### src/pm_defines.svh
// Offsets, field positions, reset values and timing counts of the power-mode block.
// Assumes it is included by bare name from the package and design files.
`ifndef PM_DEFINES_SVH
`define PM_DEFINES_SVH

// Register offsets on the host register port.
`define PM_OFS_MODE 8'h88
`define PM_OFS_GATES 8'h8a
`define PM_OFS_AUTO 8'h8b
`define PM_OFS_IVL_LO 8'h8c
`define PM_OFS_IVL_HI 8'h8d

// Operating mode field codes and position.
`define PM_MODE_SLEEP 2'h0
`define PM_MODE_RUN 2'h1
`define PM_MODE_LSB 0
`define PM_MODE_MSB 1

// Field positions.
`define PM_BIT_KEYPAD 0
`define PM_BIT_PWM 2
`define PM_BIT_AUTO_EN 0
`define PM_IVL_HI_MSB 2

// Reset values.
`define PM_RST_GATES 8'h00
`define PM_RST_AUTO 1'h0
`define PM_RST_IVL_LO 8'hff
`define PM_RST_IVL_HI 3'h0

// Timing: one interval unit and the clock period.
`define PM_CLK_PERIOD_NS 100
`define PM_UNIT_MS 4
`define PM_UNIT_CYCLES ((`PM_UNIT_MS * 1000000) / `PM_CLK_PERIOD_NS)

`endif

### src/pm_pkg.sv
// Types shared by the power-mode block and its idle timer.
// Assumes pm_defines.svh is on the include path.
`include "pm_defines.svh"

package pm_pkg;
	typedef logic [7:0] reg_byte_t;
	typedef logic [10:0] idle_interval_t;
	typedef logic [15:0] unit_prescale_t;
	typedef enum logic [1:0] {
		st_run = 2'b00,
		st_sleep = 2'b01
	} power_state_e;
endpackage : pm_pkg

### src/idle_timer.sv
// Inactivity countdown in whole interval units.
// Assumes restart and arm come from logic on the same clock.
`include "pm_defines.svh"

module idle_timer #(
	parameter int unsigned UNIT_CYCLES = `PM_UNIT_CYCLES
) (
	// Clock, reset and freeze.
	input wire logic i_clock,
	input wire logic i_rst_n,
	input wire logic i_clk_en,
	// Control.
	input wire logic i_restart,
	input wire logic i_arm,
	input wire pm_pkg::idle_interval_t i_interval,
	// Result.
	output logic o_expire
);
	import pm_pkg::*;

	unit_prescale_t prescale;
	idle_interval_t remaining;
	unit_prescale_t next_prescale;
	idle_interval_t next_remaining;
	logic next_expire;

	wire reload = i_restart | ~i_arm;
	wire unit_done = prescale == unit_prescale_t'(UNIT_CYCLES - 1);
	wire counting = remaining != 11'h000;
	wire last_unit = remaining == 11'h001;

	// A spent count parks at zero, so one arming gives at most one expiry.
	assign next_prescale = (reload | unit_done | ~counting) ? 16'h0000 : prescale + 16'h0001;
	assign next_remaining = reload ? i_interval :
		(unit_done & counting) ? remaining - 11'h001 : remaining;
	assign next_expire = ~reload & unit_done & last_unit;

	always_ff @(posedge i_clock or negedge i_rst_n) begin
		if (!i_rst_n) begin
			prescale <= 16'h0000;
			remaining <= 11'h000;
			o_expire <= 1'b0;
		end else if (i_clk_en) begin
			prescale <= next_prescale;
			remaining <= next_remaining;
			o_expire <= next_expire;
		end
	end

	a_reload_interval: assert property (@(posedge i_clock) disable iff (!i_rst_n)
		i_clk_en && reload |=> remaining == $past(i_interval))
		else $error("Idle count did not reload from the interval.");

	a_unit_expiry: assert property (@(posedge i_clock) disable iff (!i_rst_n)
		i_clk_en && !reload && unit_done && last_unit |=> o_expire)
		else $error("Idle timer missed expiry at the last unit.");
endmodule : idle_timer

### src/power_mode_ctrl.sv
// Power-mode and clock-gating control registers with the automatic sleep timer.
// Assumes register strobes, processing events and wake come from logic on the same clock.
// How it works
// - Writing 00 to the mode field enters sleep at once, ignoring autosleep.
// - Reading the mode field returns the current mode; it resets to 01.
// - Gate register bit 2 runs the PWM timer clock; resets to zero.
// - Gate register bit 0 runs the keypad scanner clock; resets to zero.
// - Autosleep bit 0 allows automatic sleep when set; resets to zero.
// - With autosleep enabled, an idle interval without events enters sleep.
// - The 11-bit interval spans low and high bytes; one count is 4 ms.
// - A zero interval disables automatic sleep even with the enable set.
// - The interval resets to 0xff low and zero high, about one second.
`include "pm_defines.svh"

module power_mode_ctrl #(
	parameter int unsigned UNIT_CYCLES = `PM_UNIT_CYCLES
) (
	// Clock, reset and freeze.
	input wire logic i_clock,
	input wire logic i_rst_n,
	input wire logic i_clk_en,
	// Register port.
	input wire pm_pkg::reg_byte_t i_reg_addr,
	input wire pm_pkg::reg_byte_t i_reg_wdata,
	input wire logic i_reg_wr,
	input wire logic i_reg_rd,
	output pm_pkg::reg_byte_t o_reg_rdata,
	// Activity and wake.
	input wire logic i_proc_event,
	input wire logic i_wake,
	// Power and clock control.
	output logic o_sleep,
	output logic o_keypad_clk_gate,
	output logic o_pwm_clk_gate
);
	import pm_pkg::*;

	// A sized literal cannot be bit-selected, so the reset byte is held here first.
	localparam reg_byte_t GATES_RESET = `PM_RST_GATES;

	power_state_e state;
	power_state_e next_state;
	logic auto_en;
	reg_byte_t ivl_low;
	logic [2:0] ivl_high;
	logic cfg_rewritten;
	reg_byte_t next_rdata;
	logic timer_expire;

	// Address decode.
	wire sel_mode = i_reg_addr == `PM_OFS_MODE;
	wire sel_gates = i_reg_addr == `PM_OFS_GATES;
	wire sel_auto = i_reg_addr == `PM_OFS_AUTO;
	wire sel_ivl_lo = i_reg_addr == `PM_OFS_IVL_LO;
	wire sel_ivl_hi = i_reg_addr == `PM_OFS_IVL_HI;
	wire wr_hit = i_clk_en & i_reg_wr;
	wire rd_hit = i_clk_en & i_reg_rd;
	wire wr_gates = wr_hit & sel_gates;
	wire wr_auto = wr_hit & sel_auto;
	wire wr_ivl_lo = wr_hit & sel_ivl_lo;
	wire wr_ivl_hi = wr_hit & sel_ivl_hi;
	wire wr_cfg = wr_auto | wr_ivl_lo | wr_ivl_hi;

	// Codes 1x are reserved for future modes and leave the mode unchanged.
	wire [1:0] wr_mode = i_reg_wdata[`PM_MODE_MSB:`PM_MODE_LSB];
	wire force_sleep = wr_hit & sel_mode & (wr_mode == `PM_MODE_SLEEP);

	wire running = state == st_run;
	wire [1:0] mode_field = running ? `PM_MODE_RUN : `PM_MODE_SLEEP;
	wire idle_interval_t interval = {ivl_high, ivl_low};
	wire interval_zero = interval == 11'h000;
	// Armed only while running, enabled and with a non-zero interval.
	wire auto_armed = running & auto_en & ~interval_zero;
	wire auto_sleep_hit = timer_expire & auto_armed;
	// A configuration write restarts the timer one cycle later so it reloads the value just written.
	wire timer_restart = i_proc_event | cfg_rewritten | i_wake;

	always_comb begin
		next_state = state;
		case (state)
			st_run: begin
				if (force_sleep | auto_sleep_hit) begin
					next_state = st_sleep;
				end
			end
			st_sleep: begin
				if (i_wake) begin
					next_state = st_run;
				end
			end
			default: begin
				next_state = st_run;
			end
		endcase
	end

	// Unmapped offsets and reserved bits read as zero.
	assign next_rdata = sel_mode ? {6'h00, mode_field} :
		sel_gates ? {5'h00, o_pwm_clk_gate, 1'b0, o_keypad_clk_gate} :
		sel_auto ? {7'h00, auto_en} :
		sel_ivl_lo ? ivl_low :
		sel_ivl_hi ? {5'h00, ivl_high} : 8'h00;

	always_ff @(posedge i_clock or negedge i_rst_n) begin
		if (!i_rst_n) begin
			state <= st_run;
			cfg_rewritten <= 1'b0;
			o_sleep <= 1'b0;
		end else if (i_clk_en) begin
			state <= next_state;
			cfg_rewritten <= wr_cfg;
			o_sleep <= next_state == st_sleep;
		end
	end

	always_ff @(posedge i_clock or negedge i_rst_n) begin
		if (!i_rst_n) begin
			o_keypad_clk_gate <= GATES_RESET[`PM_BIT_KEYPAD];
			o_pwm_clk_gate <= GATES_RESET[`PM_BIT_PWM];
		end else if (wr_gates) begin
			o_keypad_clk_gate <= i_reg_wdata[`PM_BIT_KEYPAD];
			o_pwm_clk_gate <= i_reg_wdata[`PM_BIT_PWM];
		end
	end

	always_ff @(posedge i_clock or negedge i_rst_n) begin
		if (!i_rst_n) begin
			auto_en <= `PM_RST_AUTO;
		end else if (wr_auto) begin
			auto_en <= i_reg_wdata[`PM_BIT_AUTO_EN];
		end
	end

	always_ff @(posedge i_clock or negedge i_rst_n) begin
		if (!i_rst_n) begin
			ivl_low <= `PM_RST_IVL_LO;
		end else if (wr_ivl_lo) begin
			ivl_low <= i_reg_wdata;
		end
	end

	always_ff @(posedge i_clock or negedge i_rst_n) begin
		if (!i_rst_n) begin
			ivl_high <= `PM_RST_IVL_HI;
		end else if (wr_ivl_hi) begin
			ivl_high <= i_reg_wdata[`PM_IVL_HI_MSB:0];
		end
	end

	always_ff @(posedge i_clock or negedge i_rst_n) begin
		if (!i_rst_n) begin
			o_reg_rdata <= 8'h00;
		end else if (rd_hit) begin
			o_reg_rdata <= next_rdata;
		end
	end

	idle_timer #(
		.UNIT_CYCLES(UNIT_CYCLES)
	) u_idle_timer (
		.i_clock(i_clock),
		.i_rst_n(i_rst_n),
		.i_clk_en(i_clk_en),
		.i_restart(timer_restart),
		.i_arm(auto_armed),
		.i_interval(interval),
		.o_expire(timer_expire)
	);

	// Helper for the reset-value check: set once the low byte is written.
	logic ivl_low_written;
	always_ff @(posedge i_clock or negedge i_rst_n) begin
		if (!i_rst_n) begin
			ivl_low_written <= 1'b0;
		end else if (wr_ivl_lo) begin
			ivl_low_written <= 1'b1;
		end
	end

	a_forced_sleep_entry: assert property (@(posedge i_clock) disable iff (!i_rst_n)
		force_sleep && running |=> o_sleep && state == st_sleep)
		else $error("Writing sleep code did not enter sleep at once.");

	a_mode_readback: assert property (@(posedge i_clock) disable iff (!i_rst_n)
		rd_hit && sel_mode && running && !force_sleep |=> o_reg_rdata == 8'h01)
		else $error("Mode read while running did not return the run code.");

	a_pwm_gate_write: assert property (@(posedge i_clock) disable iff (!i_rst_n)
		wr_gates |=> o_pwm_clk_gate == $past(i_reg_wdata[`PM_BIT_PWM]))
		else $error("PWM clock gate did not follow bit 2.");

	a_keypad_gate_write: assert property (@(posedge i_clock) disable iff (!i_rst_n)
		wr_gates |=> o_keypad_clk_gate == $past(i_reg_wdata[0]) ##1 $stable(o_keypad_clk_gate)
		|| $past(wr_gates))
		else $error("Keypad clock gate did not follow bit 0.");

	a_auto_disabled_stays: assert property (@(posedge i_clock) disable iff (!i_rst_n)
		running && !auto_en && !force_sleep |=> !o_sleep)
		else $error("Sleep entered with autosleep disabled.");

	a_idle_expiry_sleep: assert property (@(posedge i_clock) disable iff (!i_rst_n)
		i_clk_en && timer_expire && auto_armed |=> o_sleep)
		else $error("Idle interval elapsed without entering sleep.");

	a_interval_high_read: assert property (@(posedge i_clock) disable iff (!i_rst_n)
		rd_hit && sel_ivl_hi |=> o_reg_rdata == {5'h00, $past(ivl_high)})
		else $error("High interval byte read back wrong.");

	a_zero_interval_off: assert property (@(posedge i_clock) disable iff (!i_rst_n)
		running && interval_zero && !force_sleep |=> !o_sleep)
		else $error("Automatic sleep with a zero interval.");

	a_interval_reset_low: assert property (@(posedge i_clock) disable iff (!i_rst_n)
		rd_hit && sel_ivl_lo && !ivl_low_written |=> o_reg_rdata == `PM_RST_IVL_LO)
		else $error("Low interval byte lost its reset value.");

	a_event_blocks_sleep: assert property (@(posedge i_clock) disable iff (!i_rst_n)
		i_clk_en && i_proc_event && running && !force_sleep |=> ##1 !timer_expire)
		else $error("Idle expiry right after a processing event.");

	c_forced_sleep: cover property (@(posedge i_clock) disable iff (!i_rst_n)
		running && force_sleep ##1 o_sleep);

	c_auto_sleep: cover property (@(posedge i_clock) disable iff (!i_rst_n)
		auto_sleep_hit ##1 o_sleep);

	c_wake_up: cover property (@(posedge i_clock) disable iff (!i_rst_n)
		o_sleep && i_wake && i_clk_en ##1 !o_sleep);

	// Helper for the high-byte reset check: set once the high byte is written.
	logic ivl_high_written;
	always_ff @(posedge i_clock or negedge i_rst_n) begin
		if (!i_rst_n) begin
			ivl_high_written <= 1'b0;
		end else if (wr_ivl_hi) begin
			ivl_high_written <= 1'b1;
		end
	end

	a_reserved_mode_kept: assert property (@(posedge i_clock) disable iff (!i_rst_n)
		wr_hit && sel_mode && wr_mode[1] && running && !timer_expire |=> !o_sleep)
		else $error("Reserved mode code changed the operating mode.");

	a_sleep_mode_read: assert property (@(posedge i_clock) disable iff (!i_rst_n)
		rd_hit && sel_mode && !running |=> o_reg_rdata == {6'h00, `PM_MODE_SLEEP})
		else $error("Mode read while asleep did not return the sleep code.");

	a_gates_hold: assert property (@(posedge i_clock) disable iff (!i_rst_n)
		!wr_gates |=> $stable(o_keypad_clk_gate) && $stable(o_pwm_clk_gate))
		else $error("Clock gate changed without a gate write.");

	a_auto_enable_write: assert property (@(posedge i_clock) disable iff (!i_rst_n)
		wr_auto |=> auto_en == $past(i_reg_wdata[`PM_BIT_AUTO_EN]))
		else $error("Autosleep enable did not follow bit 0.");

	a_auto_readback: assert property (@(posedge i_clock) disable iff (!i_rst_n)
		rd_hit && sel_auto |=> o_reg_rdata == {7'h00, $past(auto_en)})
		else $error("Autosleep register read back wrong.");

	a_interval_low_write: assert property (@(posedge i_clock) disable iff (!i_rst_n)
		wr_ivl_lo |=> ivl_low == $past(i_reg_wdata))
		else $error("Low interval byte did not take the written value.");

	a_interval_high_write: assert property (@(posedge i_clock) disable iff (!i_rst_n)
		wr_ivl_hi |=> ivl_high == $past(i_reg_wdata[`PM_IVL_HI_MSB:0]))
		else $error("High interval bits did not take the written value.");

	a_interval_reset_high: assert property (@(posedge i_clock) disable iff (!i_rst_n)
		rd_hit && sel_ivl_hi && !ivl_high_written |=> o_reg_rdata == {5'h00, `PM_RST_IVL_HI})
		else $error("High interval byte lost its reset value.");

	a_config_restart: assert property (@(posedge i_clock) disable iff (!i_rst_n)
		wr_cfg ##1 i_clk_en |=> !timer_expire)
		else $error("Idle expiry right after a configuration rewrite.");

	a_wake_exit: assert property (@(posedge i_clock) disable iff (!i_rst_n)
		i_clk_en && i_wake && !running |=> !o_sleep)
		else $error("Wake request did not leave sleep.");

	a_sleep_holds: assert property (@(posedge i_clock) disable iff (!i_rst_n)
		!running && !i_wake |=> o_sleep)
		else $error("Sleep left without a wake request.");

	a_freeze_state: assert property (@(posedge i_clock) disable iff (!i_rst_n)
		!i_clk_en |=> $stable(state) && $stable(o_sleep) && $stable(auto_en))
		else $error("State changed while the clock enable was low.");

	a_sleep_needs_cause: assert property (@(posedge i_clock) disable iff (!i_rst_n)
		running && !force_sleep && !timer_expire |=> !o_sleep)
		else $error("Sleep entered without a forced write or an idle expiry.");

	a_rdata_hold: assert property (@(posedge i_clock) disable iff (!i_rst_n)
		!rd_hit |=> $stable(o_reg_rdata))
		else $error("Read data changed without a read.");

	a_unmapped_read: assert property (@(posedge i_clock) disable iff (!i_rst_n)
		rd_hit && !(sel_mode || sel_gates || sel_auto || sel_ivl_lo || sel_ivl_hi)
		|=> o_reg_rdata == 8'h00)
		else $error("Unmapped offset did not read as zero.");

	c_zero_interval: cover property (@(posedge i_clock) disable iff (!i_rst_n)
		running && auto_en && interval_zero ##8 running);

	c_frozen_write: cover property (@(posedge i_clock) disable iff (!i_rst_n)
		i_reg_wr && !i_clk_en ##1 i_clk_en);
endmodule : power_mode_ctrl

### config.mk
export PLATFORM = sky130hd
export DESIGN_NAME = power_mode_ctrl
export DESIGN_NICKNAME = d
export VERILOG_FILES = /design/src/pm_pkg.sv /design/src/idle_timer.sv /design/src/power_mode_ctrl.sv
export VERILOG_INCLUDE_DIRS = /design/src
export SDC_FILE = /design/constraint.sdc
export NUM_CORES = 1
export LEC_CHECK = 0
export BUFFER_PORTS_ARGS = -buffer_cell sky130_fd_sc_hd__buf_2
export CAP_MARGIN = 15
export CORE_MARGIN = 2
export CORE_UTILIZATION = 45
export DETAILED_ROUTE_END_ITERATION = 12
export HOLD_SLACK_MARGIN = 0.12
export PLACE_DENSITY = 0.72
export SETUP_SLACK_MARGIN = 0.02
export SLEW_MARGIN = 15
export SYNTH_ARGS = -nofsm -noshare
export SYNTH_HDL_FRONTEND = slang
export SYNTH_HIERARCHICAL = 1
export SYNTH_SLANG_ARGS = --single-unit
### constraint.sdc
create_clock -name i_clock -period 2.4 [get_ports i_clock]
set_input_delay 0.48 -clock i_clock [delete_from_list [all_inputs] [get_ports i_clock]]
set_output_delay 0.48 -clock i_clock [all_outputs]
set_load 0.02 [all_outputs]
==> out/qor.yml <==
cts.sinks: 54
rows: 29
numCtsBuffers: 5
top_usage_layer: "met1"
synth_seq_cells: 54
ioPinCount: 34
cts_root_buf: "clkbuf_8"
max_cap_violations: 0
power_density_mw_per_mm2: 497
die_y_um: 84.8
crit_end: "u_idle_timer/remaining[0]"
insertion_delay_ps: 310
yosys.area.top_type: "dfrtp_1"
use_met2_pct: 26.6
cp_slowest_cell: "nor2_1"
grt_usage_pct: 18.3
clk_pin_slew_ps: 90
area_growth_syn_to_layout_pct: 12.2
synth_cells: 282
endpoint_kind: "flop"
switching_power_mw: 0.412
pwr-share-comb_pct: 9.8
timing.slew.headroom_pct: 56.5
dpl.hpwl_mm: 4.67
h-tree-depth: 2
postRouteAntennaNets: 0
ys_warn_count: 6
period_share_pct: 92.5
antenna_cells: 0
grt_overflow: 0
crit_family: "simple AND/OR/NAND/NOR gates"
cp_num_buf_inv: 0
first_global_vias: 2173
synthFlopType: "dfrtp_1"
synth_edf_count: 0
fin_skew_ps: 8.17
drive_gt1_share_pct: 27.1
p_int_mw: 1.23
met1_usage_pct: 27.0
clockBufferDepth: 2
worst_pin_slew_ps: 653
ys_async_sr_fraction_pct: 100
antenna_found_initial: 0
yosysUniqueCellTypes: 57
path_max_fanout: 7
clock_power_share_pct: 31.8
max_freq_ghz: 0.450
cp_common_cell: "nor2_1"
grt_pass1_wl_mm: 10.5
synth_top_area_share_pct: 39.2
start_util_pct: 46.5
die_w_um: 84.8
timing.reg2reg.setup_slack_ps: 180
fin_nets: 346
syn_avg_cell_area_um2: 10.4
p_sw_share_pct: 25.2
netlist_top_cells_area: "dfrtp_1, dfstp_2, mux2_4, nor2_1, nand2_1"
grt_max_degree: 55
critical_path.max_stage_delay_ps: 470
start_kind: "flop"
cp_num_cells: 6
firstDrtPassIters: 5
finalCoreUtilization_pct: 52.2
worstPathCellList: "nor4_1 -> a31oi_1 -> nor2b_1 -> nor2_1 -> nor2_1 -> a221o_1"
drv_slew: 0
hold_viol_final: 0
cts_setup_buffers: 0
core_area_mm2: 0.00631
yosysSeqAreaShare_pct: 46.4
required_ps: 2600
period_needed_ps: 2220
hold_path.class: "input port to async pin"
synth_nets: 308
p_leak_nw: 1.47
arrival_ps: 2420
status: "finished clean"
ff2ff_path_depth: 6
r2r-end: "u_idle_timer/remaining[0]"
setup_tns_ps: 0
die_area_mm2: 0.00719
wire_per_inst_um: 15.9
setup.worst_path.start: "ivl_low[3]"
vias_per_cell: 5.80
drtIter0Drc: 272
gp_congestion: 0.862
pwr-share-seq_pct: 58.4
rsz0062_at_grt: "true"
vias: 2308
crit_type: "flop to flop"
cts_tree: "built"
r2r-start: "ivl_low[3]"
synth_area_mm2: 0.00294
use_met3_pct: 3.44
drc: 0
setup_viol: 0
max-vdd-ir-drop_mv: 0.340
io_buffers: 33
finalWirelength_mm: 6.32
[worst register-to-register path, stage by stage (launching register included)]
cell	delay [ps]
dfstp_2	400
nor4_1	380
a31oi_1	170
nor2b_1	180
nor2_1	470
nor2_1	190
a221o_1	330
[layout make-up]
class / instances / area, µm²
Fill cell: 588 / 3020
Multi-Input combinational cell: 210 / 1490
Sequential cell: 54 / 1360
Timing Repair Buffer: 40 / 218
Tap cell: 77 / 96.3
Clock buffer: 6 / 82.6
Inverter: 9 / 33.8
Clock inverter: 2 / 12.5
[power groups by stage]
stage | registers, mW | clock network (mW) | logic, mW
final | 0.957 | 0.521 | 0.161
after floorplan | 0.968 | 0 | 0.0909
after detailed placement | 0.974 | 0 | 0.160
after CTS | 0.957 | 0.538 | 0.162
after global routing | 0.961 | 0.570 | 0.181
after global placement | 0.973 | 0 | 0.158
[cell families after synthesis]
kind of cell,Yosys count,synth area share [%]
XOR/XNOR,11,3.28
AND/OR/NAND/NOR,126,25.4
multiplexers,21,9.25
AO/OA/AOI/OAI,49,11.5
buffers and inverters,18,2.94
adder cells (fa/ha/maj),3,1.28
flip-flops,54,46.4
[timing repair]
action / in CTS / in global routing
setup endpoints to repair: 0 / 14
hold buffers: 0 / 0
gates resized for setup: 0 / 1
[through the flow]
step	hold WS [ps]	cells	power (mW)	cell area [µm²]	worst slack [ps]
floorplan	184	282	1.06	2940	246
global placement	463	390	1.13	3200	244
detailed placement	475	390	1.13	3200	197
CTS	309	398	1.66	3290	174
global route	344	398	1.71	3300	-23.6
finish	281	398	1.64	3300	180
[layer usage]
metal  part of all wire [%]  vias up
met2                     45       71
li1                       -     1120
met3                    4.7       11
met5                      0        -
met1                     48     1106
met4                    2.0        0
[worst min-delay path by stage]
stage | start | to | cells after the start
after global routing | i_rst_n | u_idle_timer/prescale[6] | 2
after CTS | i_rst_n | u_idle_timer/prescale[0] | 2
after global placement | o_reg_rdata[1] | o_reg_rdata[1] | 2
after floorplan | i_rst_n | auto_en | 0
after detailed placement | o_reg_rdata[1] | o_reg_rdata[1] | 2
final | i_rst_n | u_idle_timer/prescale[6] | 2
[registers in the layout (all words and copies together), names as in the netlist, 2 cells and up]
signal,flops
state,2
ivl_low,8
u_idle_timer/remaining,11
ivl_high,3
u_idle_timer/prescale,16
o_reg_rdata,8
[synthesized netlist by cell type (5+ instances only)]
master	number
nor3_1	7
inv_1	9
o21ai_0	13
nor4_1	8
nand3_1	10
mux2i_1	5
a22o_1	7
nor2_1	36
nand4_1	10
dfstp_2	8
dfrtp_1	46
mux2_4	11
xor2_1	7
a21oi_1	6
nand2_1	21
[layout by cell type, fill, tap and decap left out, types with 5 or more instances in the layout]
| master | n |
|---|---|
| dfrtp_1 | 46 |
| nor2_1 | 35 |
| buf_2 | 33 |
| nand2_1 | 21 |
| o21ai_0 | 13 |
| mux2_4 | 11 |
| nand3_1 | 10 |
| nand4_1 | 10 |
| inv_1 | 9 |
| nor4_1 | 8 |
| dfstp_2 | 8 |
| nor3_1 | 7 |
| a22o_1 | 7 |
| buf_4 | 7 |
| xor2_1 | 7 |
| a21oi_1 | 6 |
| clkbuf_8 | 6 |
| mux2i_1 | 5 |
(Power assumes the default switching activity.)
